### src/rtl/vep_pkg.sv
// How it works
// - End-of-interrupt register: 32 bits, top eight reserved
// - Identifier width 16 or 24 per width field
// - Split bit 0: drop priority and deactivate
// - Split bit 1: drop priority only
// - End-of-interrupt write-only; pending registers read-only
// - Decode op1, CRn, CRm, op2 encodings
// - Group 1 route bit picks virtual end-of-interrupt
// - Group 0 route bit picks virtual pending read
// - Group 1 route bit picks virtual pending read
// - Group 0 read returns highest pending identifier
// - Group 1 read returns highest pending identifier
// - Unobservable pending reads return 1023 only
// - Enable bit 0 traps end-of-interrupt write to level one
// - Group 1 trap-all traps write to level two
// - Enable bit 0 traps pending reads to level one
// - Group 0 trap-all traps group 0 read
// - Group 1 trap-all traps group 1 read
package vep_pkg;
  // System register encoding fields
  localparam logic [2:0] VEP_OP1 = 3'h0;
  localparam logic [3:0] VEP_CRN = 4'hc;
  localparam logic [3:0] VEP_CRM_G0 = 4'h8;
  localparam logic [3:0] VEP_CRM_G1 = 4'hc;
  localparam logic [2:0] VEP_OP2_EOI = 3'h1;
  localparam logic [2:0] VEP_OP2_HPP = 3'h2;
  // Exception level code of the accessing core
  localparam logic [1:0] VEP_EL_ONE = 2'h1;
  // Identifier width field codes
  localparam logic [2:0] VEP_IDW_16 = 3'h0;
  localparam logic [2:0] VEP_IDW_24 = 3'h1;
  localparam logic [23:0] VEP_SPECIAL_ID = 24'h00_03ff;
  localparam logic [31:0] VEP_ZERO_WORD = 32'h0000_0000;
  localparam int VEP_ID_BITS = 24;

  typedef enum logic [1:0] {
    VEP_SEL_NONE,
    VEP_SEL_EOI1,
    VEP_SEL_HPP0,
    VEP_SEL_HPP1
  } vep_sel_t;
endpackage

### src/rtl/vep_id_fmt.sv
`timescale 1ns/100ps
// Formats a pending identifier into a register word
module vep_id_fmt (
  // Pending source
  input wire logic pend_valid,
  input wire logic [vep_pkg::VEP_ID_BITS-1:0] pend_id,
  // Width select
  input wire logic wide,
  // Word out
  output logic [31:0] word
);
  import vep_pkg::*;

  always_comb begin
    word = VEP_ZERO_WORD;
    if (!pend_valid) begin
      word[VEP_ID_BITS-1:0] = VEP_SPECIAL_ID;
    end else if (wide) begin
      word[VEP_ID_BITS-1:0] = pend_id;
    end else begin
      word[15:0] = pend_id[15:0];
    end
  end
endmodule

### src/rtl/vep_regs.sv
`timescale 1ns/100ps
module vep_regs (
  // Clock and reset
  input wire logic clk_sys,
  input wire logic reset,
  // System register access from the core
  input wire logic acc_valid,
  input wire logic acc_write,
  input wire logic [1:0] acc_el,
  input wire logic [2:0] acc_op1,
  input wire logic [3:0] acc_crn,
  input wire logic [3:0] acc_crm,
  input wire logic [2:0] acc_op2,
  input wire logic [31:0] acc_wdata,
  // Access answer
  output logic acc_done_q,
  output logic [31:0] acc_rdata_q,
  output logic acc_undef_q,
  output logic trap_el1_q,
  output logic trap_el2_q,
  // Control bits from the rest of the interface
  input wire logic split_end_of_interrupt_bit,
  input wire logic [2:0] identifier_width_field,
  input wire logic group0_virtual_route_bit,
  input wire logic group1_virtual_route_bit,
  input wire logic trap_general_exceptions_bit,
  input wire logic non_secure_state_bit,
  input wire logic system_register_enable_bit,
  input wire logic group0_trap_all_bit,
  input wire logic group1_trap_all_bit,
  // Highest pending virtual interrupts
  input wire logic pend0_valid,
  input wire logic [vep_pkg::VEP_ID_BITS-1:0] pend0_id,
  input wire logic pend1_valid,
  input wire logic [vep_pkg::VEP_ID_BITS-1:0] pend1_id,
  // End-of-interrupt effects on the virtual interface
  output logic prio_drop_q,
  output logic deactivate_q,
  output logic [31:0] eoi_id_q,
  // Routes to the physical registers
  output logic phys_eoi1_wr_q,
  output logic [31:0] phys_wdata_q,
  output logic phys_hpp0_rd_q,
  output logic phys_hpp1_rd_q
);
  import vep_pkg::*;

  function automatic vep_sel_t decode_sel(input logic [2:0] op1, input logic [3:0] crn,
                                          input logic [3:0] crm, input logic [2:0] op2);
    decode_sel = VEP_SEL_NONE;
    if (op1 != VEP_OP1 || crn != VEP_CRN) begin
      decode_sel = VEP_SEL_NONE;
    end else if (crm == VEP_CRM_G1 && op2 == VEP_OP2_EOI) begin
      decode_sel = VEP_SEL_EOI1;
    end else if (crm == VEP_CRM_G0 && op2 == VEP_OP2_HPP) begin
      decode_sel = VEP_SEL_HPP0;
    end else if (crm == VEP_CRM_G1 && op2 == VEP_OP2_HPP) begin
      decode_sel = VEP_SEL_HPP1;
    end
  endfunction

  vep_sel_t sel;
  logic wide;
  logic hit;
  logic dir_ok;
  logic trap1;
  logic trap2;
  logic route;
  logic ok;
  logic virt;
  logic phys;
  logic virt_eoi;
  logic [31:0] word0;
  logic [31:0] word1;
  logic [31:0] wmask;

  assign sel = decode_sel(acc_op1, acc_crn, acc_crm, acc_op2);
  assign wide = (identifier_width_field == VEP_IDW_24);
  // Only non-secure level one accesses are handled here
  assign hit = acc_valid && acc_el == VEP_EL_ONE && non_secure_state_bit &&
               sel != VEP_SEL_NONE;
  assign dir_ok = ((sel == VEP_SEL_EOI1) == acc_write);
  assign trap1 = hit && dir_ok && !system_register_enable_bit;
  // Enable trap outranks the trap-all traps
  assign trap2 = hit && dir_ok && system_register_enable_bit && non_secure_state_bit &&
                 ((sel == VEP_SEL_HPP0) ? group0_trap_all_bit
                                         : group1_trap_all_bit);
  assign route = (sel == VEP_SEL_HPP0) ? group0_virtual_route_bit
                                       : group1_virtual_route_bit;
  assign ok = hit && dir_ok && !trap1 && !trap2;
  assign virt = ok && route && !trap_general_exceptions_bit;
  assign phys = ok && !virt;
  assign virt_eoi = virt && sel == VEP_SEL_EOI1;
  // Reserved bits of the written word are dropped on the virtual path; phys_wdata_q keeps them
  assign wmask = wide ? 32'h00ff_ffff : 32'h0000_ffff;

  vep_id_fmt u_fmt0 (
    .pend_valid(pend0_valid),
    .pend_id(pend0_id),
    .wide(wide),
    .word(word0)
  );

  vep_id_fmt u_fmt1 (
    .pend_valid(pend1_valid),
    .pend_id(pend1_id),
    .wide(wide),
    .word(word1)
  );

  // Answer strobes
  always_ff @(posedge clk_sys or posedge reset) begin
    if (reset) begin
      acc_done_q <= 1'b0;
      acc_undef_q <= 1'b0;
      trap_el1_q <= 1'b0;
      trap_el2_q <= 1'b0;
    end else begin
      acc_done_q <= hit;
      acc_undef_q <= hit && !dir_ok;
      trap_el1_q <= trap1;
      trap_el2_q <= trap2;
    end
  end

  // Read data
  always_ff @(posedge clk_sys or posedge reset) begin
    if (reset) begin
      acc_rdata_q <= VEP_ZERO_WORD;
    end else if (virt && sel == VEP_SEL_HPP0) begin
      acc_rdata_q <= word0;
    end else if (virt && sel == VEP_SEL_HPP1) begin
      acc_rdata_q <= word1;
    end else begin
      acc_rdata_q <= VEP_ZERO_WORD;
    end
  end

  // Virtual end of interrupt
  always_ff @(posedge clk_sys or posedge reset) begin
    if (reset) begin
      prio_drop_q <= 1'b0;
      deactivate_q <= 1'b0;
      eoi_id_q <= VEP_ZERO_WORD;
    end else begin
      prio_drop_q <= virt_eoi;
      // Split mode leaves deactivation to the deactivate register
      deactivate_q <= virt_eoi && !split_end_of_interrupt_bit;
      if (virt_eoi) begin
        eoi_id_q <= acc_wdata & wmask;
      end
    end
  end

  // Physical routing
  always_ff @(posedge clk_sys or posedge reset) begin
    if (reset) begin
      phys_eoi1_wr_q <= 1'b0;
      phys_hpp0_rd_q <= 1'b0;
      phys_hpp1_rd_q <= 1'b0;
      phys_wdata_q <= VEP_ZERO_WORD;
    end else begin
      phys_eoi1_wr_q <= phys && sel == VEP_SEL_EOI1;
      phys_hpp0_rd_q <= phys && sel == VEP_SEL_HPP0;
      phys_hpp1_rd_q <= phys && sel == VEP_SEL_HPP1;
      if (phys && sel == VEP_SEL_EOI1) begin
        phys_wdata_q <= acc_wdata;
      end
    end
  end

  // Checks
  property p_eoi_resv;
    @(posedge clk_sys) disable iff (reset)
    prio_drop_q |-> eoi_id_q[31:24] == 8'h00;
  endproperty
  a_eoi_resv: assert property (p_eoi_resv) else $error("eoi reserved bits set");

  property p_narrow;
    @(posedge clk_sys) disable iff (reset)
    (virt_eoi && identifier_width_field == VEP_IDW_16) |=> eoi_id_q[23:16] == 8'h00;
  endproperty
  a_narrow: assert property (p_narrow) else $error("narrow id kept upper bits");

  property p_joint;
    @(posedge clk_sys) disable iff (reset)
    (virt_eoi && !split_end_of_interrupt_bit) |=> prio_drop_q && deactivate_q;
  endproperty
  a_joint: assert property (p_joint) else $error("eoi did not drop and deactivate");

  property p_split;
    @(posedge clk_sys) disable iff (reset)
    (virt_eoi && split_end_of_interrupt_bit) |=> prio_drop_q && !deactivate_q;
  endproperty
  a_split: assert property (p_split) else $error("split eoi deactivated");

  property p_dir;
    @(posedge clk_sys) disable iff (reset)
    (hit && !dir_ok) |=> acc_undef_q && !prio_drop_q && !phys_hpp0_rd_q && !phys_hpp1_rd_q;
  endproperty
  a_dir: assert property (p_dir) else $error("wrong direction access acted");

  property p_eoi_route;
    @(posedge clk_sys) disable iff (reset)
    (ok && sel == VEP_SEL_EOI1) |=>
      (phys_eoi1_wr_q != prio_drop_q) &&
      (prio_drop_q == ($past(group1_virtual_route_bit) &&
                       !$past(trap_general_exceptions_bit)));
  endproperty
  a_eoi_route: assert property (p_eoi_route) else $error("eoi misrouted");

  property p_hpp0_route;
    @(posedge clk_sys) disable iff (reset)
    (ok && sel == VEP_SEL_HPP0 && !group0_virtual_route_bit) |=>
      phys_hpp0_rd_q && acc_rdata_q == VEP_ZERO_WORD;
  endproperty
  a_hpp0_route: assert property (p_hpp0_route) else $error("group 0 read misrouted");

  property p_hpp1_route;
    @(posedge clk_sys) disable iff (reset)
    (ok && sel == VEP_SEL_HPP1 && !group1_virtual_route_bit) |=> phys_hpp1_rd_q;
  endproperty
  a_hpp1_route: assert property (p_hpp1_route) else $error("group 1 read misrouted");

  property p_hpp0_data;
    @(posedge clk_sys) disable iff (reset)
    (virt && sel == VEP_SEL_HPP0 && pend0_valid && wide) |=>
      acc_rdata_q == {8'h00, $past(pend0_id)};
  endproperty
  a_hpp0_data: assert property (p_hpp0_data) else $error("group 0 id wrong");

  property p_hpp1_data;
    @(posedge clk_sys) disable iff (reset)
    (virt && sel == VEP_SEL_HPP1 && pend1_valid && wide) |=>
      acc_rdata_q == {8'h00, $past(pend1_id)};
  endproperty
  a_hpp1_data: assert property (p_hpp1_data) else $error("group 1 id wrong");

  property p_special;
    @(posedge clk_sys) disable iff (reset)
    (virt && sel == VEP_SEL_HPP1 && !pend1_valid) |=> acc_rdata_q == 32'h0000_03ff;
  endproperty
  a_special: assert property (p_special) else $error("special id not 1023");

  property p_special0;
    @(posedge clk_sys) disable iff (reset)
    (virt && sel == VEP_SEL_HPP0 && !pend0_valid) |=> acc_rdata_q == 32'h0000_03ff;
  endproperty
  a_special0: assert property (p_special0) else $error("group 0 special id not 1023");

  property p_rd_resv;
    @(posedge clk_sys) disable iff (reset)
    acc_rdata_q[31:24] == 8'h00;
  endproperty
  a_rd_resv: assert property (p_rd_resv) else $error("read reserved bits set");

  property p_rd_narrow;
    @(posedge clk_sys) disable iff (reset)
    (virt && sel != VEP_SEL_EOI1 && !wide) |=> acc_rdata_q[23:16] == 8'h00;
  endproperty
  a_rd_narrow: assert property (p_rd_narrow) else $error("narrow read upper bits set");

  property p_ignore;
    @(posedge clk_sys) disable iff (reset)
    !hit |=> !acc_done_q && !prio_drop_q && !phys_eoi1_wr_q && !phys_hpp0_rd_q &&
             !phys_hpp1_rd_q;
  endproperty
  a_ignore: assert property (p_ignore) else $error("foreign access answered");

  property p_one_answer;
    @(posedge clk_sys) disable iff (reset)
    acc_done_q |-> $onehot0({acc_undef_q, trap_el1_q, trap_el2_q, prio_drop_q, phys_eoi1_wr_q,
                             phys_hpp0_rd_q, phys_hpp1_rd_q});
  endproperty
  a_one_answer: assert property (p_one_answer) else $error("more than one answer");

  property p_trap1_wr;
    @(posedge clk_sys) disable iff (reset)
    (hit && acc_write && sel == VEP_SEL_EOI1 && !system_register_enable_bit) |=>
      trap_el1_q && !trap_el2_q && !prio_drop_q && !phys_eoi1_wr_q;
  endproperty
  a_trap1_wr: assert property (p_trap1_wr) else $error("eoi not trapped to one");

  property p_trap2_wr;
    @(posedge clk_sys) disable iff (reset)
    (hit && acc_write && sel == VEP_SEL_EOI1 && system_register_enable_bit &&
     group1_trap_all_bit) |=> trap_el2_q && !prio_drop_q;
  endproperty
  a_trap2_wr: assert property (p_trap2_wr) else $error("eoi not trapped to two");

  property p_trap1_rd;
    @(posedge clk_sys) disable iff (reset)
    (hit && !acc_write && sel != VEP_SEL_EOI1 && !system_register_enable_bit) |=>
      trap_el1_q && acc_rdata_q == VEP_ZERO_WORD;
  endproperty
  a_trap1_rd: assert property (p_trap1_rd) else $error("read not trapped to one");

  property p_trap2_rd0;
    @(posedge clk_sys) disable iff (reset)
    (hit && !acc_write && sel == VEP_SEL_HPP0 && system_register_enable_bit &&
     group0_trap_all_bit) |=> trap_el2_q && !phys_hpp0_rd_q;
  endproperty
  a_trap2_rd0: assert property (p_trap2_rd0) else $error("group 0 read not trapped");

  property p_trap2_rd1;
    @(posedge clk_sys) disable iff (reset)
    (hit && !acc_write && sel == VEP_SEL_HPP1 && system_register_enable_bit &&
     group1_trap_all_bit) |=> trap_el2_q && !phys_hpp1_rd_q;
  endproperty
  a_trap2_rd1: assert property (p_trap2_rd1) else $error("group 1 read not trapped");
endmodule

### config.mk
export PLATFORM = sky130hd
export DESIGN_NAME = vep_regs
export DESIGN_NICKNAME = d
export VERILOG_FILES = /design/src/rtl/vep_pkg.sv /design/src/rtl/vep_id_fmt.sv /design/src/rtl/vep_regs.sv
export SDC_FILE = /design/constraint.sdc
export NUM_CORES = 1
export LEC_CHECK = 0
export BUFFER_PORTS_ARGS = -buffer_cell sky130_fd_sc_hd__buf_2
export CAP_MARGIN = 25
export CORE_MARGIN = 4
export CORE_UTILIZATION = 27
export CTS_CLUSTER_DIAMETER = 40
export DETAILED_ROUTE_END_ITERATION = 16
export PLACE_DENSITY_LB_ADDON = 0.2
export SETUP_SLACK_MARGIN = 0.05
export SYNTH_ARGS = -nofsm -noshare
export SYNTH_HDL_FRONTEND = slang
export SYNTH_HIERARCHICAL = 1
export SYNTH_SLANG_ARGS = --single-unit
### constraint.sdc
create_clock -name clk_sys -period 6.1 [get_ports clk_sys]
set_input_delay 0.61 -clock clk_sys [delete_from_list [all_inputs] [get_ports clk_sys]]
set_output_delay 0.61 -clock clk_sys [all_outputs]
set_load 0.01 [all_outputs]
-- Yosys cells after proc, flatten, opt, wreduce, memory -nomap -nowiden
Cells that the tools add are included.
- register bits after elaboration: 105
- bits of input ports: 113
- output and inout port bits: 105
- logic and storage cells: 71
- eq/ne operators: 11
- mux-type cells: 13
- bitwise operators: 1
- reduce and logical (&&, ||, !) cells: 34
- operator list (operator ; count):
    2-to-1 mux 24 bit ; 5
    AND 32 x 24 -> 32 bit ; 1
    logical AND 1 bit ; 24
    2-to-1 mux 8 bit ; 2
    == test 4 bit (second input constant) ; 2
    2-to-1 mux 2 bit ; 4
    logical NOT 1 bit ; 7
    == test 3 x 1 -> 1 bit (second input constant) ; 2
    == test 2 x 1 -> 1 bit (second input constant) ; 2
    == test 2 bit (second input constant) ; 2
    inequality test 4 bit (second input constant) ; 1
    == test 3 x 2 -> 1 bit (second input constant) ; 1
    nonzero test 3 bit ; 1
    2-to-1 mux 1 bit ; 2
    nonzero test 2 bit ; 1
    == test 1 bit ; 1
    logical OR 1 bit ; 1

-- Longest topological paths before layout
- depth in word-level cells: 19
- mapped depth: 7
- depth with buffers taken out: 5

-- Cells and area by module
The synthesis kept the hierarchy.
- by module, submodules not included (module ; instances ; cells an instance ; area an instance (um2) ; seq. area each (um2)):
    vep_regs ; 1 ; 308 ; 4220.3 ; 2427.3
    vep_id_fmt ; 2 ; 35 ; 232.7 ; 0.0

-- Least setup slack after synthesis
OpenSTA, ideal clock, no wires.
- kind: input port to flip-flop
- from: input port acc_crm[1]
- to: register acc_rdata_q[0]
- setup time: 0.130 ns
- data arrival time: 2.765 ns
- required time: 5.970 ns
- slack: 3.205 ns
- stages on the path: 7
- path buffers: 2
- path through: or4b_4 nor4_4 mux2i_2 or2_2 clkbuf_1 buf_1 o2bb2ai_1
- longest elaborated chain between the ends: 19
- elaborated cells between the ends (all ways): 32
- those cells by class: eq/ne (6); mux (8); reduce/logical (18)
- ends and longest elaborated chain (item ; RTL line ; source):
    start, declared ; vep_regs.sv:12 ; input wire logic [3:0] acc_crm,
    == test 4 bit ; vep_regs.sv:53, vep_regs.sv:57 ;
    logical AND 1 bit ; vep_regs.sv:57 ; end else if (crm == VEP_CRM_G1 && op2 == VEP_OP2_HPP) begin
    2-to-1 mux 2 bit ; vep_regs.sv:57 ;
    2-to-1 mux 2 bit ; vep_regs.sv:55 ; end else if (crm == VEP_CRM_G0 && op2 == VEP_OP2_HPP) begin
    2-to-1 mux 2 bit (*) ; vep_regs.sv:53 ; end else if (crm == VEP_CRM_G1 && op2 == VEP_OP2_EOI) begin
    2-to-1 mux 2 bit (*) ; vep_regs.sv:51 ; if (op1 != VEP_OP1 || crn != VEP_CRN) begin
    == test 2 x 1 -> 1 bit / nonzero test 2 bit (equally long branches) ; vep_regs.sv:82, vep_regs.sv:81 ;
    == test 1 bit / logical AND 1 bit (equally long branches) ; vep_regs.sv:82, vep_regs.sv:80 ;
    logical AND 1 bit ; vep_regs.sv:83, vep_regs.sv:85, vep_regs.sv:90 ;
    logical AND 1 bit (3 in a row) ; vep_regs.sv:85 ; assign trap2 = hit && dir_ok && system_register_enable_bit && non_secure_state_bit &&
    logical NOT 1 bit ; vep_regs.sv:90 ; assign ok = hit && dir_ok && !trap1 && !trap2;
    logical AND 1 bit ; vep_regs.sv:90 ;
    logical AND 1 bit (2 in a row) ; vep_regs.sv:91 ; assign virt = ok && route && !trap_general_exceptions_bit;
    logical AND 1 bit ; vep_regs.sv:132 ; end else if (virt && sel == VEP_SEL_HPP1) begin
    2-to-1 mux 24 bit ; vep_regs.sv:132 ;
    2-to-1 mux 24 bit (*) ; vep_regs.sv:130 ; end else if (virt && sel == VEP_SEL_HPP0) begin
    end signal, assigned ; vep_regs.sv:131 ; acc_rdata_q <= word0;
    end signal, assigned ; vep_regs.sv:133 ; acc_rdata_q <= word1;
    end, declared ; vep_regs.sv:17 ; output logic [31:0] acc_rdata_q,
Every way passes the cells marked *; elsewhere a longest branch is shown, timed or not.
A chain may end at the register's enable or synchronous reset.

-- Worst setup path after layout
- from: input port acc_crm[1]
- to: register phys_wdata_q[30]
- longest elaborated chain between the ends: 19
- elaborated cells between the ends (all ways): 30
- those cells by class: eq/ne (5); mux (6); reduce/logical (19)
- ends and longest elaborated chain (item ; RTL line ; source):
    == test 4 bit ; vep_regs.sv:53, vep_regs.sv:57 ;
    logical AND 1 bit ; vep_regs.sv:57 ;
    2-to-1 mux 2 bit ; vep_regs.sv:57 ;
    2-to-1 mux 2 bit ; vep_regs.sv:55 ;
    2-to-1 mux 2 bit (*) ; vep_regs.sv:53 ;
    2-to-1 mux 2 bit (*) ; vep_regs.sv:51 ;
    == test 2 x 1 -> 1 bit / nonzero test 2 bit (equally long branches) ; vep_regs.sv:82, vep_regs.sv:166, vep_regs.sv:81 ;
    == test 1 bit / logical AND 1 bit (equally long branches) ; vep_regs.sv:82, vep_regs.sv:80 ;
    logical AND 1 bit ; vep_regs.sv:83, vep_regs.sv:85, vep_regs.sv:90 ;
    logical AND 1 bit (3 in a row) ; vep_regs.sv:85 ;
    logical NOT 1 bit ; vep_regs.sv:90 ;
    logical AND 1 bit ; vep_regs.sv:90 ;
    logical AND 1 bit (2 in a row) ; vep_regs.sv:91 ;
    logical NOT 1 bit ; vep_regs.sv:92 ; assign phys = ok && !virt;
    logical AND 1 bit ; vep_regs.sv:92 ;
    logical AND 1 bit (*) ; vep_regs.sv:166 ; if (phys && sel == VEP_SEL_EOI1) begin
    end signal, assigned ; vep_regs.sv:167 ; phys_wdata_q <= acc_wdata;
    end, declared ; vep_regs.sv:42 ; output logic [31:0] phys_wdata_q,
Marked as above.

==> results summary <==
TritonCTS built the clock tree. At the end of routability-driven placement, the weighted congestion stood at just over 0.8. In the routed layout, each cell is associated on average with a via count of between 4 and 5. The fraction of final layout cells with drive strength greater than 1 is approximately 50%. The die boundary height came out at roughly 140 microns.

The initial utilization of the core area, before any placement, comes to 27.86%. The aggregate routed wire length is between 10000 and 15000 microns. Of the total power, the share spent switching nets is 24.28%. The via count of the first global-routing pass is 3959. The insertion delay of the later-clocked pin in the worst-skew pair is approximately 0.34 ns.

The synthesized design contains 0 enable-type register cells. The antenna diode count is 0. The power density over cell area came out at ~210 nW/um^2. The remaining global-route overflow came out at 0. The critical path contains buffers and inverters numbering 2 combined.

The combined global-route utilization of all metal layers is between 10% and 20%. The part of the power in combinational logic is between 7 and 8%. The classification of the worst-slack hold path is in2async.

The start-to-end type of the worst setup path is in2reg. The number of distinct library cells after synthesis came out at 38. The synthesized cell area came out at 4686 sq um. The detailed router used layers up to and including met4. The worst setup path is captured at a flip-flop. Once routing completed, OpenROAD measured the worst setup slack at about 3 ns.

The TritonCTS sink count is 97. The count of buffers added on input and output ports is between 200 and 250. In this run the power spent charging and discharging nets is between 0.3 and 0.4 mW. The worst-case clock buffer depth is 2.

The number of vias after detailed routing is 3597. The detailed router put a total of 5844 microns of wire on met1. The worst setup path is launched from an input pin. The H-tree depth reported by CTS is 3. The number of pins with negative max-slew slack in the final report is 0. The setup TNS came out at 0 ns. The number of placement rows came out at 47. The total of cells resized after clock tree synthesis came out at 0. The total die area is 19530 sq um. The placement-stage worst setup slack is between 2 and 3 ns. The global-route wire length before repair is about 21000 microns.

After the last flow step, the layout net total stands at around 690. The core outline area came out at approximately 17000 sq um. The static leakage is 3.252 nW. The number of DRC markers in iteration 0 came out at about 150.

The worst path arrival time came out at between 3 and 4 ns. The detailed-router iteration count before antenna repair is 4. The total of warnings raised by yosys came out at 6.

The root buffer cell chosen for the clock tree is sky130_fd_sc_hd__clkbuf_16. The final-report setup violation count came out at 0. The number of synthesized register bits came out at between 90 and 100. Setup repair after global routing left no endpoint under its margin. The share of total power dissipated in sequential elements is roughly half. The proportion of synthesized chip area in sequential cells came out at around 52%. The fmax came out at 324.4 MHz. Traced cell by cell, the critical path runs through buf_2 -> or4b_4 -> nor3_1 -> nand4_1 -> nor4_4 -> buf_4 -> mux2_2.

The power share of the clock group came out at between 40% and 50%. The number of clock buffers added by TritonCTS is 9. The internal power of the cells came out at ~0.96 mW. The number of hold-slack violations in the final timing report is 0. After detailed routing, the number of remaining DRC violations is 0. The shortest period the worst path allows came out at 3.083 ns. The worst-case hold slack is just over 0.3 ns. A synthesized cell averages around 12 sq um. The slowest stage of the critical path is the sky130_fd_sc_hd__or4b_4 cell.

The dominant register cell in the synthesized netlist is sky130_fd_sc_hd__dfrtp_1. The largest net degree at the start of global routing is 60. The die span in x came out at between 100 and 150 microns.

The mean routed wirelength per cell is between 15 and 20 microns. The run finished with clean final reports. After layout, the worst path uses around half of the clock period. In this run the worst path has a maximum fanout of 32. Detailed placement ended at an HPWL of around 9400 microns. between 200 and 250 I/O pins were placed.

The post-CTS setup buffer count came out at 0. The number of antenna violations at the first check in global routing is 0. The number of instances in the synthesized netlist came out at 378. The routed length on met2 came out at 5823 microns. The count of maximum capacitance violations is 0. The worst-case clock skew came out at 0 ns. At the pin with the least slew margin, the transition time is roughly 0.74 ns. The clock-pin slew on the worst setup and hold paths came out at approximately 0.070 ns. The peak ir drop on the vdd network came out at between 0.1 and 0.15 mV.

After synthesis, the share of flip-flops with an asynchronous set or reset is 100.0%. Once detail routing completed, the nets flagged for antenna violations numbered 0. For this design, the CTS-stage hold fixing added 0 buffers. The area added between synthesis and finish is 30.71%. The routed length on met3 is between 1000 and 1500 microns. On the worst path, the slowest cell contributes a delay of 0.56 ns. Measured against its own limit, the worst slew margin works out to between 50% and 60%. For the worst setup path, the data required time is between 6 and 7 ns. The cell class contributing the biggest share of worst-path delay is simple AND/OR/NAND/NOR gates.
## stage by stage
step	cells	power (mW)	util [%]	instance area [sq um]
global placement	786	0.7461	34.57	5814
detailed placement	787	0.7485	34.66	5829
CTS	803	1.296	36.27	6100
finish	804	1.268	36.42	6125
floorplan	399	0.7085	-	4765
global route	804	1.327	36.42	6125
## layout make-up
class / count / area [sq um]
timing repair buffer: 216 / 1124
clock buffer: 9 / 225.2
tap: 220 / 275.3
fill: 1720 / 10690
inverter: 10 / 40.04
clock inverter: 7 / 45.04
sequential: 97 / 2427
multi-input combinational: 245 / 1988
## metal layers
metal	up-vias	track usage [%]
met5	-	0
met4	0	4.335
met3	10	4.048
met2	172	20.74
met1	1735	17.26
li1	1680	-
## sequential cells by signal, indices dropped and copies added (netlist names)
register        count
deactivate_q        1
phys_wdata_q       32
acc_undef_q         1
phys_eoi1_wr_q      1
trap_el1_q          1
phys_hpp1_rd_q      1
eoi_id_q           24
phys_hpp0_rd_q      1
acc_done_q          1
acc_rdata_q        32
trap_el2_q          1
prio_drop_q         1
## cell usage after synthesis (6+ instances only)
cell type / count / area share [%]
sky130_fd_sc_hd__mux2i_1: 10 / 2.1
sky130_fd_sc_hd__a32o_1: 7 / 1.5
sky130_fd_sc_hd__nor2_1: 8 / 0.64
sky130_fd_sc_hd__or2b_1: 6 / 0.96
sky130_fd_sc_hd__and3_1: 17 / 2.3
sky130_fd_sc_hd__buf_4: 29 / 4.6
sky130_fd_sc_hd__nor3b_1: 9 / 1.4
sky130_fd_sc_hd__and2_1: 14 / 1.9
sky130_fd_sc_hd__inv_1: 10 / 0.80
sky130_fd_sc_hd__nand2b_1: 16 / 2.1
sky130_fd_sc_hd__o2bb2ai_1: 25 / 4.7
sky130_fd_sc_hd__nand3_1: 27 / 2.9
sky130_fd_sc_hd__mux2_2: 19 / 4.6
sky130_fd_sc_hd__dfrtp_1: 97 / 52
sky130_fd_sc_hd__nand2_1: 10 / 0.80
sky130_fd_sc_hd__mux2_4: 30 / 9.6
sky130_fd_sc_hd__clkbuf_1: 11 / 0.88
## cell families (layout without fill, tap and decap cells)
logic type      count (synthesis)  after routing  share of synthesized area, %
simple gates                  129            129                         17.52
flops                          97             97                         51.80
mux                            60             60                         16.61
buf+inv                        57            242                         7.664
compound gates                 32             32                         6.168
other cells                     3             24                        0.2403
## layout by cell type (no fill, tap or decap), drive strengths merged
master,instances
nor4bb,1
nor3,3
nor3b,9
and3b,1
buf,215
clkbuf,10
or2,3
or2b,6
or4bb,1
and3,17
nor4b,1
nand4,1
clkinv,4
and2,14
nor2b,3
inv,12
or4,1
nor2,8
nand2,10
nand2b,16
mux2i,11
a32o,7
clkinvlp,1
or4b,3
conb,24
nand4b,1
nand3,27
mux2,49
o2bb2ai,25
nor4,3
dfrtp,97
## final timing paths
path,start,to,slack (ns),cells after the start
worst min register to register,eoi_id_q[8]$_DFFE_PP0P_,eoi_id_q[8]$_DFFE_PP0P_,0.50,1
max in group asynchronous,reset,acc_rdata_q[25]$_DFF_PP0_,4.66,3
min in group clk_sys,split_end_of_interrupt_bit,deactivate_q$_DFF_PP0_,0.42,2
worst min-delay path,reset,deactivate_q$_DFF_PP0_,0.30,2
worst max register to register,phys_wdata_q[9]$_DFFE_PP0P_,phys_wdata_q[9]$_DFFE_PP0P_,5.32,1
worst max-delay path,acc_crm[1],phys_wdata_q[30]$_DFFE_PP0P_,3.02,7
## power groups by stage
stage	clock network, mW	logic [mW]	registers [mW]
detailed placement	0	0.0933	0.655
CTS	0.560	0.0936	0.642
floorplan	0	0.0532	0.655
global route	0.580	0.105	0.642
finish	0.532	0.0933	0.643
global placement	0	0.0909	0.655
Note: power is estimated with default switching activity, not from simulation.
